===== src/logic/local_bus_cache_regs.vh =====
// constants for the local bus and secondary cache controller
// Notes on behaviour
// [RULE1] CPU cycle off cache and DRAM starts a local cycle with the strobe.
// [RULE2] CPU access touching both dwords runs two back-to-back local cycles.
// [RULE3] In non-CPU cycles the strobe is an input, watched for requests.
// [RULE4] Local target ends a CPU-launched local cycle with local ready.
// [RULE5] Device ends other masters' local memory requests with ready.
// [RULE6] Cycle-type lines are driven in CPU cycles, inputs otherwise.
// [RULE7] Local byte enables and address bit two come from CPU byte enables.
// [RULE8] Separate active-low output enables for even and odd 64-bit banks.
// [RULE9] Separate active-low write enables for even and odd 64-bit banks.
// [RULE10] On a cache read miss the line id RAM write enable is pulsed.
// [RULE11] Line id lines are inputs, driven only during its write enable.
// [RULE12] On a cache write hit the modified RAM write enable is pulsed.
// [RULE13] The modified input tells whether the addressed line was overwritten.
// [RULE14] Hit is line id match against upper address bits on a valid access.
// [RULE15] Dirty victim is written back before the fill and line id update.
`ifndef LOCAL_BUS_CACHE_REGS_VH
`define LOCAL_BUS_CACHE_REGS_VH
`define TAG_LSB      19
`define TAG_MSB      26
`define BANK_SEL_BIT 3
`define ST_IDLE      4'h0
`define ST_LB_STB    4'h1
`define ST_LB_WAIT   4'h2
`define ST_C_RD      4'h3
`define ST_C_WR      4'h4
`define ST_WB        4'h5
`define ST_FILL      4'h6
`define ST_TAGW      4'h7
`define ST_DWR       4'h8
`define ST_MS_WAIT   4'h9
`define ST_MS_RDY    4'hA
`endif


===== src/logic/lane_split.v =====
// maps the 8 cpu byte enables onto one 32-bit local bus half
`timescale 1ns/1ps
module lane_split (
    // cpu side
    input  wire [7:0] cpu_byte_en_n_in,
    input  wire       second_in,
    // local side
    output wire [3:0] lane_en_n_out,
    output wire       addr_bit2_out,
    output wire       two_cycles_out
);
    wire low_any;
    wire high_any;
    wire use_high;

    assign low_any  = ~&cpu_byte_en_n_in[3:0];
    assign high_any = ~&cpu_byte_en_n_in[7:4];
    // first cycle takes the low dword when it has any lane
    assign use_high       = second_in | ~low_any;                  // [RULE7]
    assign addr_bit2_out  = use_high;                              // [RULE7]
    assign lane_en_n_out  = use_high ? cpu_byte_en_n_in[7:4]
                                     : cpu_byte_en_n_in[3:0];      // [RULE7]
    assign two_cycles_out = low_any & high_any;                    // [RULE2]
endmodule // lane_split


===== src/logic/local_bus_cache_ctl.v =====
// local bus cycle control and secondary cache strobe control
`timescale 1ns/1ps
`include "local_bus_cache_regs.vh"
module local_bus_cache_ctl (
    // clock and reset
    input  wire        mclk_in,
    input  wire        rst_n_in,
    // cpu cycle
    input  wire        cpu_start_in,
    input  wire [31:3] cpu_addr_in,
    input  wire [7:0]  cpu_byte_en_n_in,
    input  wire        cpu_mem_or_io_in,
    input  wire        cpu_data_or_ctrl_in,
    input  wire        cpu_write_or_read_in,
    input  wire        local_mem_sel_in,
    input  wire        hold_ack_in,
    output wire        cpu_done_out,
    // dram controller
    output wire        dram_req_out,
    output wire        dram_wb_out,
    input  wire        dram_done_in,
    // other master's local memory access
    input  wire        mst_local_sel_in,
    output wire        mst_mem_req_out,
    input  wire        mst_mem_done_in,
    // local bus strobe and ready
    input  wire        local_addr_strobe_n_in,
    output wire        local_addr_strobe_n_out,
    output wire        local_addr_strobe_oe_n_out,
    input  wire        local_ready_n_in,
    output wire        local_ready_n_out,
    output wire        local_ready_oe_n_out,
    // local cycle type
    input  wire        local_mem_or_io_in,
    output wire        local_mem_or_io_out,
    input  wire        local_data_or_ctrl_in,
    output wire        local_data_or_ctrl_out,
    input  wire        local_write_or_read_in,
    output wire        local_write_or_read_out,
    input  wire [3:0]  local_byte_en_n_in,
    output wire [3:0]  local_byte_en_n_out,
    input  wire        local_addr_bit2_in,
    output wire        local_addr_bit2_out,
    output wire        local_type_oe_n_out,
    // cache strobes
    output wire        even_bank_out_en_n_out,
    output wire        odd_bank_out_en_n_out,
    output wire        even_bank_wr_en_n_out,
    output wire        odd_bank_wr_en_n_out,
    output wire        line_id_ram_wr_en_n_out,
    input  wire [7:0]  line_id_data_in,
    output wire [7:0]  line_id_data_out,
    output wire        line_id_data_oe_n_out,
    output wire        modified_ram_wr_en_n_out,
    input  wire        modified_in
);
    reg        rst_meta_r;
    reg        rst_sync_r;
    reg [3:0]  state_r;
    reg [3:0]  state_nxt;
    reg        second_r;
    reg        second_nxt;
    reg        bank_r;
    reg [7:0]  tag_r;
    reg        wr_r;
    reg        mio_r;
    reg        dc_r;
    reg [7:0]  be_n_r;
    reg        strobe_n_r;
    reg        done_r;
    reg        oe_n_r;
    reg        we_n_r;
    reg        tag_we_n_r;
    reg        dirty_we_n_r;
    reg        ready_n_r;
    wire [3:0] lane_n;
    wire       a2;
    wire       two;
    wire       tag_hit;
    wire       cpu_owns;
    wire       mst_req;

    // reset released through two flops
    always @(posedge mclk_in or negedge rst_n_in) begin
        if (!rst_n_in) begin
            rst_meta_r <= 1'b0;
            rst_sync_r <= 1'b0;
        end else begin
            rst_meta_r <= 1'b1;
            rst_sync_r <= rst_meta_r;
        end
    end

    lane_split lane_split_inst (
        .cpu_byte_en_n_in (be_n_r),
        .second_in        (second_r),
        .lane_en_n_out    (lane_n),
        .addr_bit2_out    (a2),
        .two_cycles_out   (two)
    );

    assign cpu_owns = ~hold_ack_in;
    // hit needs a started memory cycle in the dram range
    assign tag_hit = cpu_start_in & cpu_mem_or_io_in & local_mem_sel_in &
        (line_id_data_in == cpu_addr_in[`TAG_MSB:`TAG_LSB]);      // [RULE14]
    // foreign strobe is only looked at while another master owns the bus
    assign mst_req = hold_ack_in & ~local_addr_strobe_n_in &
                     local_mem_or_io_in & mst_local_sel_in;        // [RULE3]

    always @* begin
        state_nxt  = state_r;
        second_nxt = second_r;
        case (state_r)
            `ST_IDLE: begin
                second_nxt = 1'b0;
                if (mst_req) begin
                    state_nxt = `ST_MS_WAIT;                       // [RULE3]
                end else if (cpu_start_in & cpu_owns) begin
                    if (!(cpu_mem_or_io_in & local_mem_sel_in))
                        state_nxt = `ST_LB_STB;                    // [RULE1]
                    else if (tag_hit)
                        state_nxt = cpu_write_or_read_in ? `ST_C_WR
                                                         : `ST_C_RD;
                    else if (cpu_write_or_read_in)
                        state_nxt = `ST_DWR;
                    else if (modified_in)                  // [RULE13]
                        state_nxt = `ST_WB;                        // [RULE15]
                    else
                        state_nxt = `ST_FILL;
                end
            end
            `ST_LB_STB: begin
                state_nxt = `ST_LB_WAIT;
            end
            `ST_LB_WAIT: begin
                if (!local_ready_n_in) begin                       // [RULE4]
                    if (two & !second_r) begin
                        second_nxt = 1'b1;
                        state_nxt  = `ST_LB_STB;                   // [RULE2]
                    end else begin
                        state_nxt = `ST_IDLE;
                    end
                end
            end
            `ST_C_RD: begin
                state_nxt = `ST_IDLE;
            end
            `ST_C_WR: begin
                state_nxt = `ST_IDLE;
            end
            `ST_WB: begin
                if (dram_done_in)
                    state_nxt = `ST_FILL;                          // [RULE15]
            end
            `ST_FILL: begin
                if (dram_done_in)
                    state_nxt = `ST_TAGW;
            end
            `ST_TAGW: begin
                state_nxt = `ST_IDLE;
            end
            `ST_DWR: begin
                if (dram_done_in)
                    state_nxt = `ST_IDLE;
            end
            `ST_MS_WAIT: begin
                if (mst_mem_done_in)
                    state_nxt = `ST_MS_RDY;
            end
            `ST_MS_RDY: begin
                state_nxt = `ST_IDLE;
            end
            default: begin
                state_nxt = `ST_IDLE;
            end
        endcase
    end

    always @(posedge mclk_in or negedge rst_sync_r) begin
        if (!rst_sync_r) begin
            state_r      <= `ST_IDLE;
            second_r     <= 1'b0;
            bank_r       <= 1'b0;
            tag_r        <= 8'h00;
            wr_r         <= 1'b0;
            mio_r        <= 1'b0;
            dc_r         <= 1'b0;
            be_n_r       <= 8'hFF;
            strobe_n_r   <= 1'b1;
            done_r       <= 1'b0;
            oe_n_r       <= 1'b1;
            we_n_r       <= 1'b1;
            tag_we_n_r   <= 1'b1;
            dirty_we_n_r <= 1'b1;
            ready_n_r    <= 1'b1;
        end else begin
            state_r  <= state_nxt;
            second_r <= second_nxt;
            if (state_r == `ST_IDLE && cpu_start_in && cpu_owns) begin
                bank_r <= cpu_addr_in[`BANK_SEL_BIT];
                tag_r  <= cpu_addr_in[`TAG_MSB:`TAG_LSB];
                wr_r   <= cpu_write_or_read_in;
                mio_r  <= cpu_mem_or_io_in;
                dc_r   <= cpu_data_or_ctrl_in;
                be_n_r <= cpu_byte_en_n_in;
            end
            strobe_n_r   <= ~(state_nxt == `ST_LB_STB);             // [RULE1]
            // bank read on hit, and victim read out during write-back
            oe_n_r       <= ~(state_nxt == `ST_C_RD ||
                              state_nxt == `ST_WB);                 // [RULE8]
            we_n_r       <= ~(state_nxt == `ST_C_WR ||
                              state_nxt == `ST_TAGW);               // [RULE9]
            tag_we_n_r   <= ~(state_nxt == `ST_TAGW);               // [RULE10]
            dirty_we_n_r <= ~(state_nxt == `ST_C_WR);               // [RULE12]
            ready_n_r    <= ~(state_nxt == `ST_MS_RDY);             // [RULE5]
            done_r       <= (state_r != `ST_IDLE) &&
                            (state_r != `ST_MS_WAIT) &&
                            (state_r != `ST_MS_RDY) &&
                            (state_nxt == `ST_IDLE);
        end
    end

    assign cpu_done_out    = done_r;
    assign dram_req_out    = (state_r == `ST_WB) || (state_r == `ST_FILL) ||
                             (state_r == `ST_DWR);
    assign dram_wb_out     = (state_r == `ST_WB);
    assign mst_mem_req_out = (state_r == `ST_MS_WAIT);

    // strobe and type lines turn round with bus ownership
    assign local_addr_strobe_n_out    = strobe_n_r;
    assign local_addr_strobe_oe_n_out = ~cpu_owns;                 // [RULE3]
    assign local_mem_or_io_out        = mio_r;
    assign local_data_or_ctrl_out     = dc_r;
    assign local_write_or_read_out    = wr_r;
    assign local_byte_en_n_out        = lane_n;
    assign local_addr_bit2_out        = a2;
    assign local_type_oe_n_out        = ~cpu_owns;                 // [RULE6]
    // ready driven only once a foreign request was claimed
    assign local_ready_n_out    = ready_n_r;
    assign local_ready_oe_n_out = ~((state_r == `ST_MS_WAIT) ||
                                    (state_r == `ST_MS_RDY));      // [RULE5]

    assign even_bank_out_en_n_out   = oe_n_r | bank_r;             // [RULE8]
    assign odd_bank_out_en_n_out    = oe_n_r | ~bank_r;            // [RULE8]
    assign even_bank_wr_en_n_out    = we_n_r | bank_r;             // [RULE9]
    assign odd_bank_wr_en_n_out     = we_n_r | ~bank_r;            // [RULE9]
    assign line_id_ram_wr_en_n_out  = tag_we_n_r;
    assign line_id_data_out         = tag_r;
    assign line_id_data_oe_n_out    = tag_we_n_r;                  // [RULE11]
    assign modified_ram_wr_en_n_out = dirty_we_n_r;
endmodule // local_bus_cache_ctl


===== config.mk =====
export PLATFORM = sky130hd
export DESIGN_NAME = local_bus_cache_ctl
export DESIGN_NICKNAME = d
export VERILOG_FILES = /design/src/logic/lane_split.v /design/src/logic/local_bus_cache_ctl.v
export VERILOG_INCLUDE_DIRS = /design/src /design/src/logic
export SDC_FILE = /design/constraint.sdc
export NUM_CORES = 1
export LEC_CHECK = 0
export BUFFER_PORTS_ARGS = -buffer_cell sky130_fd_sc_hd__clkbuf_2
export CAP_MARGIN = 5
export CORE_MARGIN = 10
export CORE_UTILIZATION = 30
export DETAILED_ROUTE_END_ITERATION = 7
export GPL_TIMING_DRIVEN = 1
export MAX_ROUTING_LAYER = met4
export SLEW_MARGIN = 10
export SYNTH_ARGS = -nofsm -noshare
export SYNTH_HDL_FRONTEND = slang
export SYNTH_SLANG_ARGS = --single-unit

===== constraint.sdc =====
create_clock -name mclk_in -period 1.5 [get_ports mclk_in]
set_input_delay 0.3 -clock mclk_in [delete_from_list [all_inputs] [get_ports mclk_in]]
set_output_delay 0.3 -clock mclk_in [all_outputs]
set_load 0.02 [all_outputs]

==> flow_metrics.py, run 1 <==
metrics = {
    "worst_setup_path": {
        "cpMostUsedCell": "or4_4",
        "worst_setup_path_start_kind": "input port",
        "worstPathCellList": "buf_6, xnor2_2, nand4_1, or4_4, ha_4, nand2b_1, or4_4, a31o_4, inv_4, nand2b_4, or3_1",
        "crit_cells": 11,
        "r2r-start": "state_r[1]$_DFF_PN0_",
        "critical_path_capture_point_type": "flip-flop",
        "crit_family": "simple AND/OR/NAND/NOR gates",
        "r2r_setup_slack_ps": -470,
        "path_max_fanout": 4,
        "cpMaxStageDelayCell": "or4_4",
        "path_class": "input port to flip-flop",
        "arrival_ps": 2650,
        "wp_data_required_ps": 1700,
        "r2r-end": "modified_ram_wr_en_n_out$_DFF_PN1_",
        "r2r.worst_path.cells": 8,
        "critical-path-max-stage-delay_ps": 570,
        "worstPathBufferInverterCount": 2,
    },
    "synth": {
        "synth.avg_cell_area_sq_um": 11.3,
        "synth_area_leader_cell": "dfrtp_1",
        "asyncSetResetFlopFracSynth_pct": 100,
        "postSynthNetCount": 232,
        "synth.ff_latch_count": 34,
        "yosysUniqueCellTypes": 50,
        "synthFlopType": "dfrtp_1",
        "number_of_synthesis_warnings": 0,
        "synth_enable_flop_cells": 0,
        "synth_seq_area_share_pct": 47.0,
        "synthDominantCellAreaShare_pct": 27.1,
        "cell_types_with_the_largest_area_share_after_synthesis": "dfrtp_1 (27%), dfstp_2 (20%), mux2_2 (12%)",
        "mapped_cell_area_sq_um": 1850,
        "postSynthCellCount": 164,
    },
    "layout": {
        "post_layout_nonfiller_instances": 369,
        "commonest_non_fill_non_tap_cells_in_the_layout": "clkbuf_2 (59), buf_4 (44), dfrtp_1 (20)",
        "multi_input_area_sq_um": 1140,
        "layout.cells.most_common": "clkbuf_2",
        "layout.nets": 361,
        "layout.core_utilization_pct": 54.1,
        "final_layout_size_suffix_gt1_share_pct": 72.1,
        "diodes": 0,
        "final.fill_count": 532,
        "sequential_cell_area_sq_um": 868,
        "areaGrowthSynthToFinish_pct": 74.2,
    },
    "hold_path": {
        "holdCritStartpoint": "cpu_byte_en_n_in[5]",
        "worstHoldPathCells": 2,
        "min_path_type": "input port to flip-flop",
        "hold-path-endpoint": "be_n_r[5]$_DFFE_PN1P_",
    },
    "sta": {
        "setup_slack_of_the_critical_path_after_layout_ps": -950,
        "hold_ws_ps": 247,
        "maxSlewHeadroom_pct": 66.8,
        "min_period_over_period_pct": 163,
        "period_needed_ps": 2450,
        "skew_ps": 8.38,
        "finalMaxSlewViolations": 0,
        "hold_viol_final": 0,
        "final-setup-viol-count": 40,
        "grt_setup_unrepaired": "true",
        "worst-slew-pin-transition_ps": 491,
        "totalNegativeSetupSlack_ps": -14290,
        "max_clock_freq_mhz": 408,
    },
    "place": {
        "placedCellCount": 343,
        "hpwlAfterDp_mm": 4.15,
        "placement.io_buffers": 71,
        "place_worst_setup_slack_ps": -1260,
        "globalplace.congestion": 0.881,
    },
    "status": {
        "status": "finished with violations",
        "violated_checks": "setup timing",
    },
    "routing": {
        "drtAntennaViolNets": 0,
        "first_iter_violations": 74,
        "post_drt_wl_per_cell_um": 15.5,
        "dr_total_vias": 1712,
        "drc_errors": 0,
        "detail_route.vias_per_cell": 4.64,
        "drt_wl_total_mm": 5.74,
        "first_pass_iters": 4,
    },
    "global_route": {
        "grtUsageTotal_pct": 11.9,
        "grt_overflow_total": 0,
        "largest_net_degree_at_the_start_of_global_routing": 33,
        "grt_pass1_wl_mm": 9.18,
        "grt_pass1_vias": 1865,
        "antenna_found_initial": 0,
    },
    "power": {
        "power_switching_w": 0.00229,
        "internal_power_w": 0.00378,
        "p_seq_share_pct": 26.2,
        "peakVddDrop_v": 0.00105,
        "static_leakage_nw": 1.52,
        "part_of_the_total_power_dissipated_in_the_clock_network_pct": 11.3,
        "pwrdens_nw_per_um2": 1890,
        "fraction_of_power_spent_switching_nets_pct": 37.7,
        "power_frac_comb_pct": 62.5,
    },
    "floorplan": {
        "floorplan.die.width_um": 98.5,
        "design.portCount": 99,
        "core_area_sq_um": 5960,
        "placement_rows": 28,
        "die_y_um": 98.5,
        "die_area_sq_um": 9700,
        "floorplan.initialDensity_pct": 31.1,
    },
    "clock_network": {
        "h-tree-depth": 2,
        "cts_inserted_buffers": 5,
        "clock_sink_count": 34,
        "clock-root-buffer": "clkbuf_8",
        "clk_latency_ps": 280,
        "cts.reportedPaths.clkPinSlew_ps": 70,
        "max-clock-path-buffers": 2,
        "tritoncts": "done",
    },
    "job": {
        "cap_viol_max_count": 0,
    },
}
## state kept, by name, indices dropped and copies added (netlist names)
signal	flops
state_r	4
line_id_data_oe_n_out	1
rst_sync_r	1
local_mem_or_io_out	1
line_id_data_out	8
local_ready_n_out	1
oe_n_r	1
we_n_r	1
local_data_or_ctrl_out	1
be_n_r	8
local_addr_strobe_n_out	1
second_r	1
bank_r	1
local_write_or_read_out	1
rst_meta_r	1
cpu_done_out	1
modified_ram_wr_en_n_out	1
## metrics by stage
| stage | instance area [sq um] | total power, W |
|---|---|---|
| after CTS | 3100 | 0.00578 |
| after global routing | 3220 | 0.00646 |
| final | 3220 | 0.00607 |
| after detailed placement | 2650 | 0.00444 |
| after floorplan | 1960 | 0.00329 |
| after global placement | 2650 | 0.00440 |
## worst max-delay path by stage
| stage | start | end | slack [ps] |
|---|---|---|---|
| finish | line_id_data_in[5] | modified_ram_wr_en_n_out$_DFF_PN1_ | -950 |
| global route | cpu_addr_in[24] | modified_ram_wr_en_n_out$_DFF_PN1_ | -1020 |
| CTS | cpu_addr_in[23] | modified_ram_wr_en_n_out$_DFF_PN1_ | -950 |
| detailed placement | cpu_addr_in[23] | modified_ram_wr_en_n_out$_DFF_PN1_ | -1260 |
| global placement | cpu_addr_in[23] | oe_n_r$_DFF_PN1_ | -1210 |
| floorplan | cpu_addr_in[23] | modified_ram_wr_en_n_out$_DFF_PN1_ | -1050 |
## area by class of cell
| cell class | instances | area share, % |
|---|---|---|
| Clock buffer | 7 | 2.68 |
| Timing Repair Buffer | 131 | 31.0 |
| Inverter | 5 | 0.894 |
| Clock inverter | 1 | 0.155 |
| Tap cell | 75 | 2.91 |
| Multi-Input combinational cell | 116 | 35.4 |
| Sequential cell | 34 | 27.0 |
## synthesized netlist by cell type, drive strengths merged, types with 2 or more instances
cell and instances:
a211o 2, a31oi 3, and2b 2, buf 5
clkbuf 4, dfrtp 20, dfstp 14, inv 5
mux2 20, mux2i 2, nand2 15, nand2b 5
nand3 4, nand3b 2, nand4 2, nor2 8
nor2b 2, nor3 4, nor4 2, o211a 2
o31ai 3, or2 2, or3 4, or4 4
xnor2 8
## routing by layer
metal	track usage (%)	routed length [um]	up-vias
met5	-	0	-
met1	13.8	2510	806
met4	4.41	86	0
met3	3.07	223	5
met2	19.5	2920	50
li1	-	-	851
## power by group through the flow
stage | clock network (W) | registers, W | logic (W)
after global placement | 0 | 0.00157 | 0.00284
after floorplan | 0 | 0.00181 | 0.00148
after global routing | 0.000754 | 0.00165 | 0.00406
after CTS | 0.000714 | 0.00159 | 0.00348
final | 0.000687 | 0.00159 | 0.00380
after detailed placement | 0 | 0.00158 | 0.00286
## cells by family after synthesis
| group | after synthesis | synth area share (%) |
|---|---|---|
| AOI/OAI and AO/OA | 20 | 10.6 |
| xor gates and xnor gates | 9 | 4.26 |
| adders and majority gates | 1 | 0.676 |
| buffers and inverters | 14 | 3.92 |
| DFF | 34 | 47.0 |
| muxes | 22 | 13.3 |
| other | 1 | 0.203 |
| and+or+nand+nor | 63 | 20.1 |
## worst reg2reg max path: stages (launching register included)
cell and delay (ps):
dfrtp_1 410, buf_6 140, buf_12 130, nand2b_1 130
or4_4 420, a31o_4 250, inv_4 70, nand2b_4 50
or3_1 300
## timing repair
action                     CTS  global route
hold buffers                 1             0
gates resized for setup     38            43
pin swaps                   18            11
hold endpoints to repair     2             0
setup buffers               12             8
setup endpoints to repair   40            41
cloned                       4             0
No activity file was read; power rests on OpenSTA's default activity.
==> run 2, diff against run 1 <==
--- a/config.mk
+++ b/config.mk
@@ -12,7 +12,6 @@
 export CORE_UTILIZATION = 30
 export DETAILED_ROUTE_END_ITERATION = 7
 export GPL_TIMING_DRIVEN = 1
-export MAX_ROUTING_LAYER = met4
 export SLEW_MARGIN = 10
 export SYNTH_ARGS = -nofsm -noshare
 export SYNTH_HDL_FRONTEND = slang
==> constraint.sdc (replaced) <==
create_clock -name mclk_in -period 1.5 [get_ports mclk_in]
set_input_delay 0.15 -clock mclk_in [delete_from_list [all_inputs] [get_ports mclk_in]]
set_output_delay 0.15 -clock mclk_in [all_outputs]
set_load 0.02 [all_outputs]
==> flow_metrics.py, run 2 (synthesis results as in run 1) <==
metrics = {
    "sta": {
        "skew_ps": 3.63,
        "max_clock_freq_mhz": 440,
        "finalMaxSlewViolations": 0,
        "grt_setup_unrepaired": "true",
        "setup_slack_of_the_critical_path_after_layout_ps": -774,
        "hold_ws_ps": 101,
        "final-setup-viol-count": 39,
        "hold_viol_final": 0,
        "min_period_over_period_pct": 152,
        "period_needed_ps": 2270,
    },
    "worst_setup_path": {
        "critical_path_capture_point_type": "flip-flop",
        "critical-path-max-stage-delay_ps": 550,
        "wp_data_required_ps": 1700,
        "path_max_fanout": 4,
        "cpMaxStageDelayCell": "or4_4",
        "worstPathCellList": "buf_8, xnor2_4, nand4_1, or4_4, ha_4, nand2b_1, or4_1, a31o_4, inv_4, nand2b_4, or3_1",
        "worst_setup_path_start_kind": "input port",
        "path_class": "input port to flip-flop",
        "arrival_ps": 2470,
    },
    "floorplan": {
        "floorplan.initialDensity_pct": 31.1,
        "placement_rows": 28,
        "design.portCount": 99,
        "floorplan.die.width_um": 98.5,
        "die_y_um": 98.5,
        "die_area_sq_um": 9700,
        "core_area_sq_um": 5960,
    },
    "global_route": {
        "largest_net_degree_at_the_start_of_global_routing": 18,
        "antenna_found_initial": 0,
        "grt_overflow_total": 0,
        "grt_pass1_wl_mm": 9.14,
        "grt_pass1_vias": 1924,
        "grtUsageTotal_pct": 11.3,
    },
    "routing": {
        "post_drt_wl_per_cell_um": 15.6,
        "first_iter_violations": 28,
        "first_pass_iters": 4,
        "drt_wl_total_mm": 5.70,
        "detail_route.vias_per_cell": 4.72,
        "drc_errors": 0,
        "drtAntennaViolNets": 0,
        "dr_total_vias": 1721,
    },
    "power": {
        "static_leakage_nw": 1.48,
        "pwrdens_nw_per_um2": 1920,
        "peakVddDrop_v": 0.00104,
        "power_frac_comb_pct": 60.6,
        "internal_power_w": 0.00386,
        "part_of_the_total_power_dissipated_in_the_clock_network_pct": 13.4,
        "fraction_of_power_spent_switching_nets_pct": 36.9,
        "power_switching_w": 0.00226,
        "p_seq_share_pct": 26.0,
    },
    "layout": {
        "commonest_non_fill_non_tap_cells_in_the_layout": "clkbuf_2 (57), buf_4 (41), mux2_2 (20), dfrtp_1 (20), buf_6 (18)",
        "layout.nets": 357,
        "sequential_cell_area_sq_um": 868,
        "layout.cells.most_common": "clkbuf_2",
        "final_layout_size_suffix_gt1_share_pct": 68.6,
        "layout.core_utilization_pct": 53.5,
        "post_layout_nonfiller_instances": 365,
        "final_design_area_no_fill_sq_um": 3190,
        "diodes": 0,
        "areaGrowthSynthToFinish_pct": 72.3,
        "final.fill_count": 531,
        "multi_input_area_sq_um": 1120,
    },
    "hold_path": {
        "min_path_type": "input port to flip-flop",
    },
    "clock_network": {
        "max-clock-path-buffers": 2,
        "h-tree-depth": 2,
        "clock-root-buffer": "clkbuf_8",
        "cts.reportedPaths.clkPinSlew_ps": 70,
        "tritoncts": "done",
        "cts_inserted_buffers": 5,
        "clk_latency_ps": 280,
        "clock_sink_count": 34,
    },
    "place": {
        "placement.io_buffers": 71,
        "placedInstanceArea_sq_um": 2620,
        "placedCellCount": 345,
        "hpwlAfterDp_mm": 4.18,
        "globalplace.congestion": 0.813,
        "place_worst_setup_slack_ps": -1090,
    },
    "job": {
        "cap_viol_max_count": 0,
    },
    "status": {
        "violated_checks": "setup timing",
        "status": "finished with violations",
    },
}
run 2: cell count changes in the layout (fill, tap and decap cells not counted), moves of 2 or more:
cell and delta:
buf_6 +2, mux2_2 +3, nand2_2 -4, mux2_4 -3
clkbuf_8 +2, nand2_4 -2, clkbuf_2 -2, inv_4 +2
buf_4 -3, nand2_1 +6, buf_8 -2, buf_12 -3
run 2: power by group through the flow:
| stage | logic [W] | registers (W) | clock network [W] |
|---|---|---|---|
| finish | 0.00371 | 0.00159 | 0.000820 |
| global route | 0.00397 | 0.00164 | 0.000881 |
| CTS | 0.00332 | 0.00159 | 0.000840 |
| detailed placement | 0.00283 | 0.00158 | 0 |
| global placement | 0.00280 | 0.00156 | 0 |
| floorplan | 0.00146 | 0.00181 | 0 |
run 2: layout make-up:
type | count | area share [%]
multi-input cells | 116 | 35.3
repair buffers | 127 | 30.3
flip-flops and latches | 34 | 27.2
well taps | 75 | 2.94
clock buffers | 7 | 2.39
clock inverters | 1 | 0.942
inverters | 5 | 0.824
run 2: critical path, delay by kind of cell:
kind / cells / cell delay (ps)
and+or+nand+nor: 6 / 1470
adders and majority gates: 1 / 280
AOI/OAI and AO/OA: 1 / 260
buffers and inverters: 2 / 160
xor gates and xnor gates: 1 / 140
run 2: repair_timing:
item | in CTS | in global routing
buffers inserted | 3 | 6
gates resized for setup | 37 | 48
gates cloned | 3 | 0
pin swaps | 12 | 10
hold buffers | 1 | 0
hold endpoints to repair | 2 | 0
endpoints found under the setup margin | 40 | 41
run 2: path summary, 6_finish.rpt:
path,from,end,slack (ps),depth (start not counted)
worst max-delay path,cpu_addr_in[23],modified_ram_wr_en_n_out$_DFF_PN1_,-770,11
worst max register to register,state_r[0]$_DFF_PN0_,local_addr_strobe_n_out$_DFF_PN1_,-410,5
worst min-delay path,cpu_byte_en_n_in[1],be_n_r[1]$_DFFE_PN1P_,100,2
min in group asynchronous,rst_n_in,rst_meta_r$_DFF_PN0_,190,2
max in group asynchronous,rst_sync_r$_DFF_PN0_,local_ready_n_out$_DFF_PN1_,1020,1
worst min register to register,rst_sync_r$_DFF_PN0_,line_id_data_out[1]$_DFFE_PN0P_,220,1
run 2: through the flow:
stage          total power, W  setup TNS, ps
2_1_floorplan         0.00326          -5940
3_3_place_gp          0.00436         -13360
3_5_place_dp          0.00441         -13840
4_1_cts               0.00574         -11970
5_1_grt               0.00649         -14080
6_report              0.00611         -11370
run 2: layer usage:
metal / share of wire [%] / vias to the layer above / GRT usage, %
li1: - / 839 / -
met1: 44 / 827 / 13.3
met2: 48 / 48 / 18.3
met3: 7.1 / 7 / 4.82
met4: 1.2 / 0 / 3.20
met5: 0 / - / 0
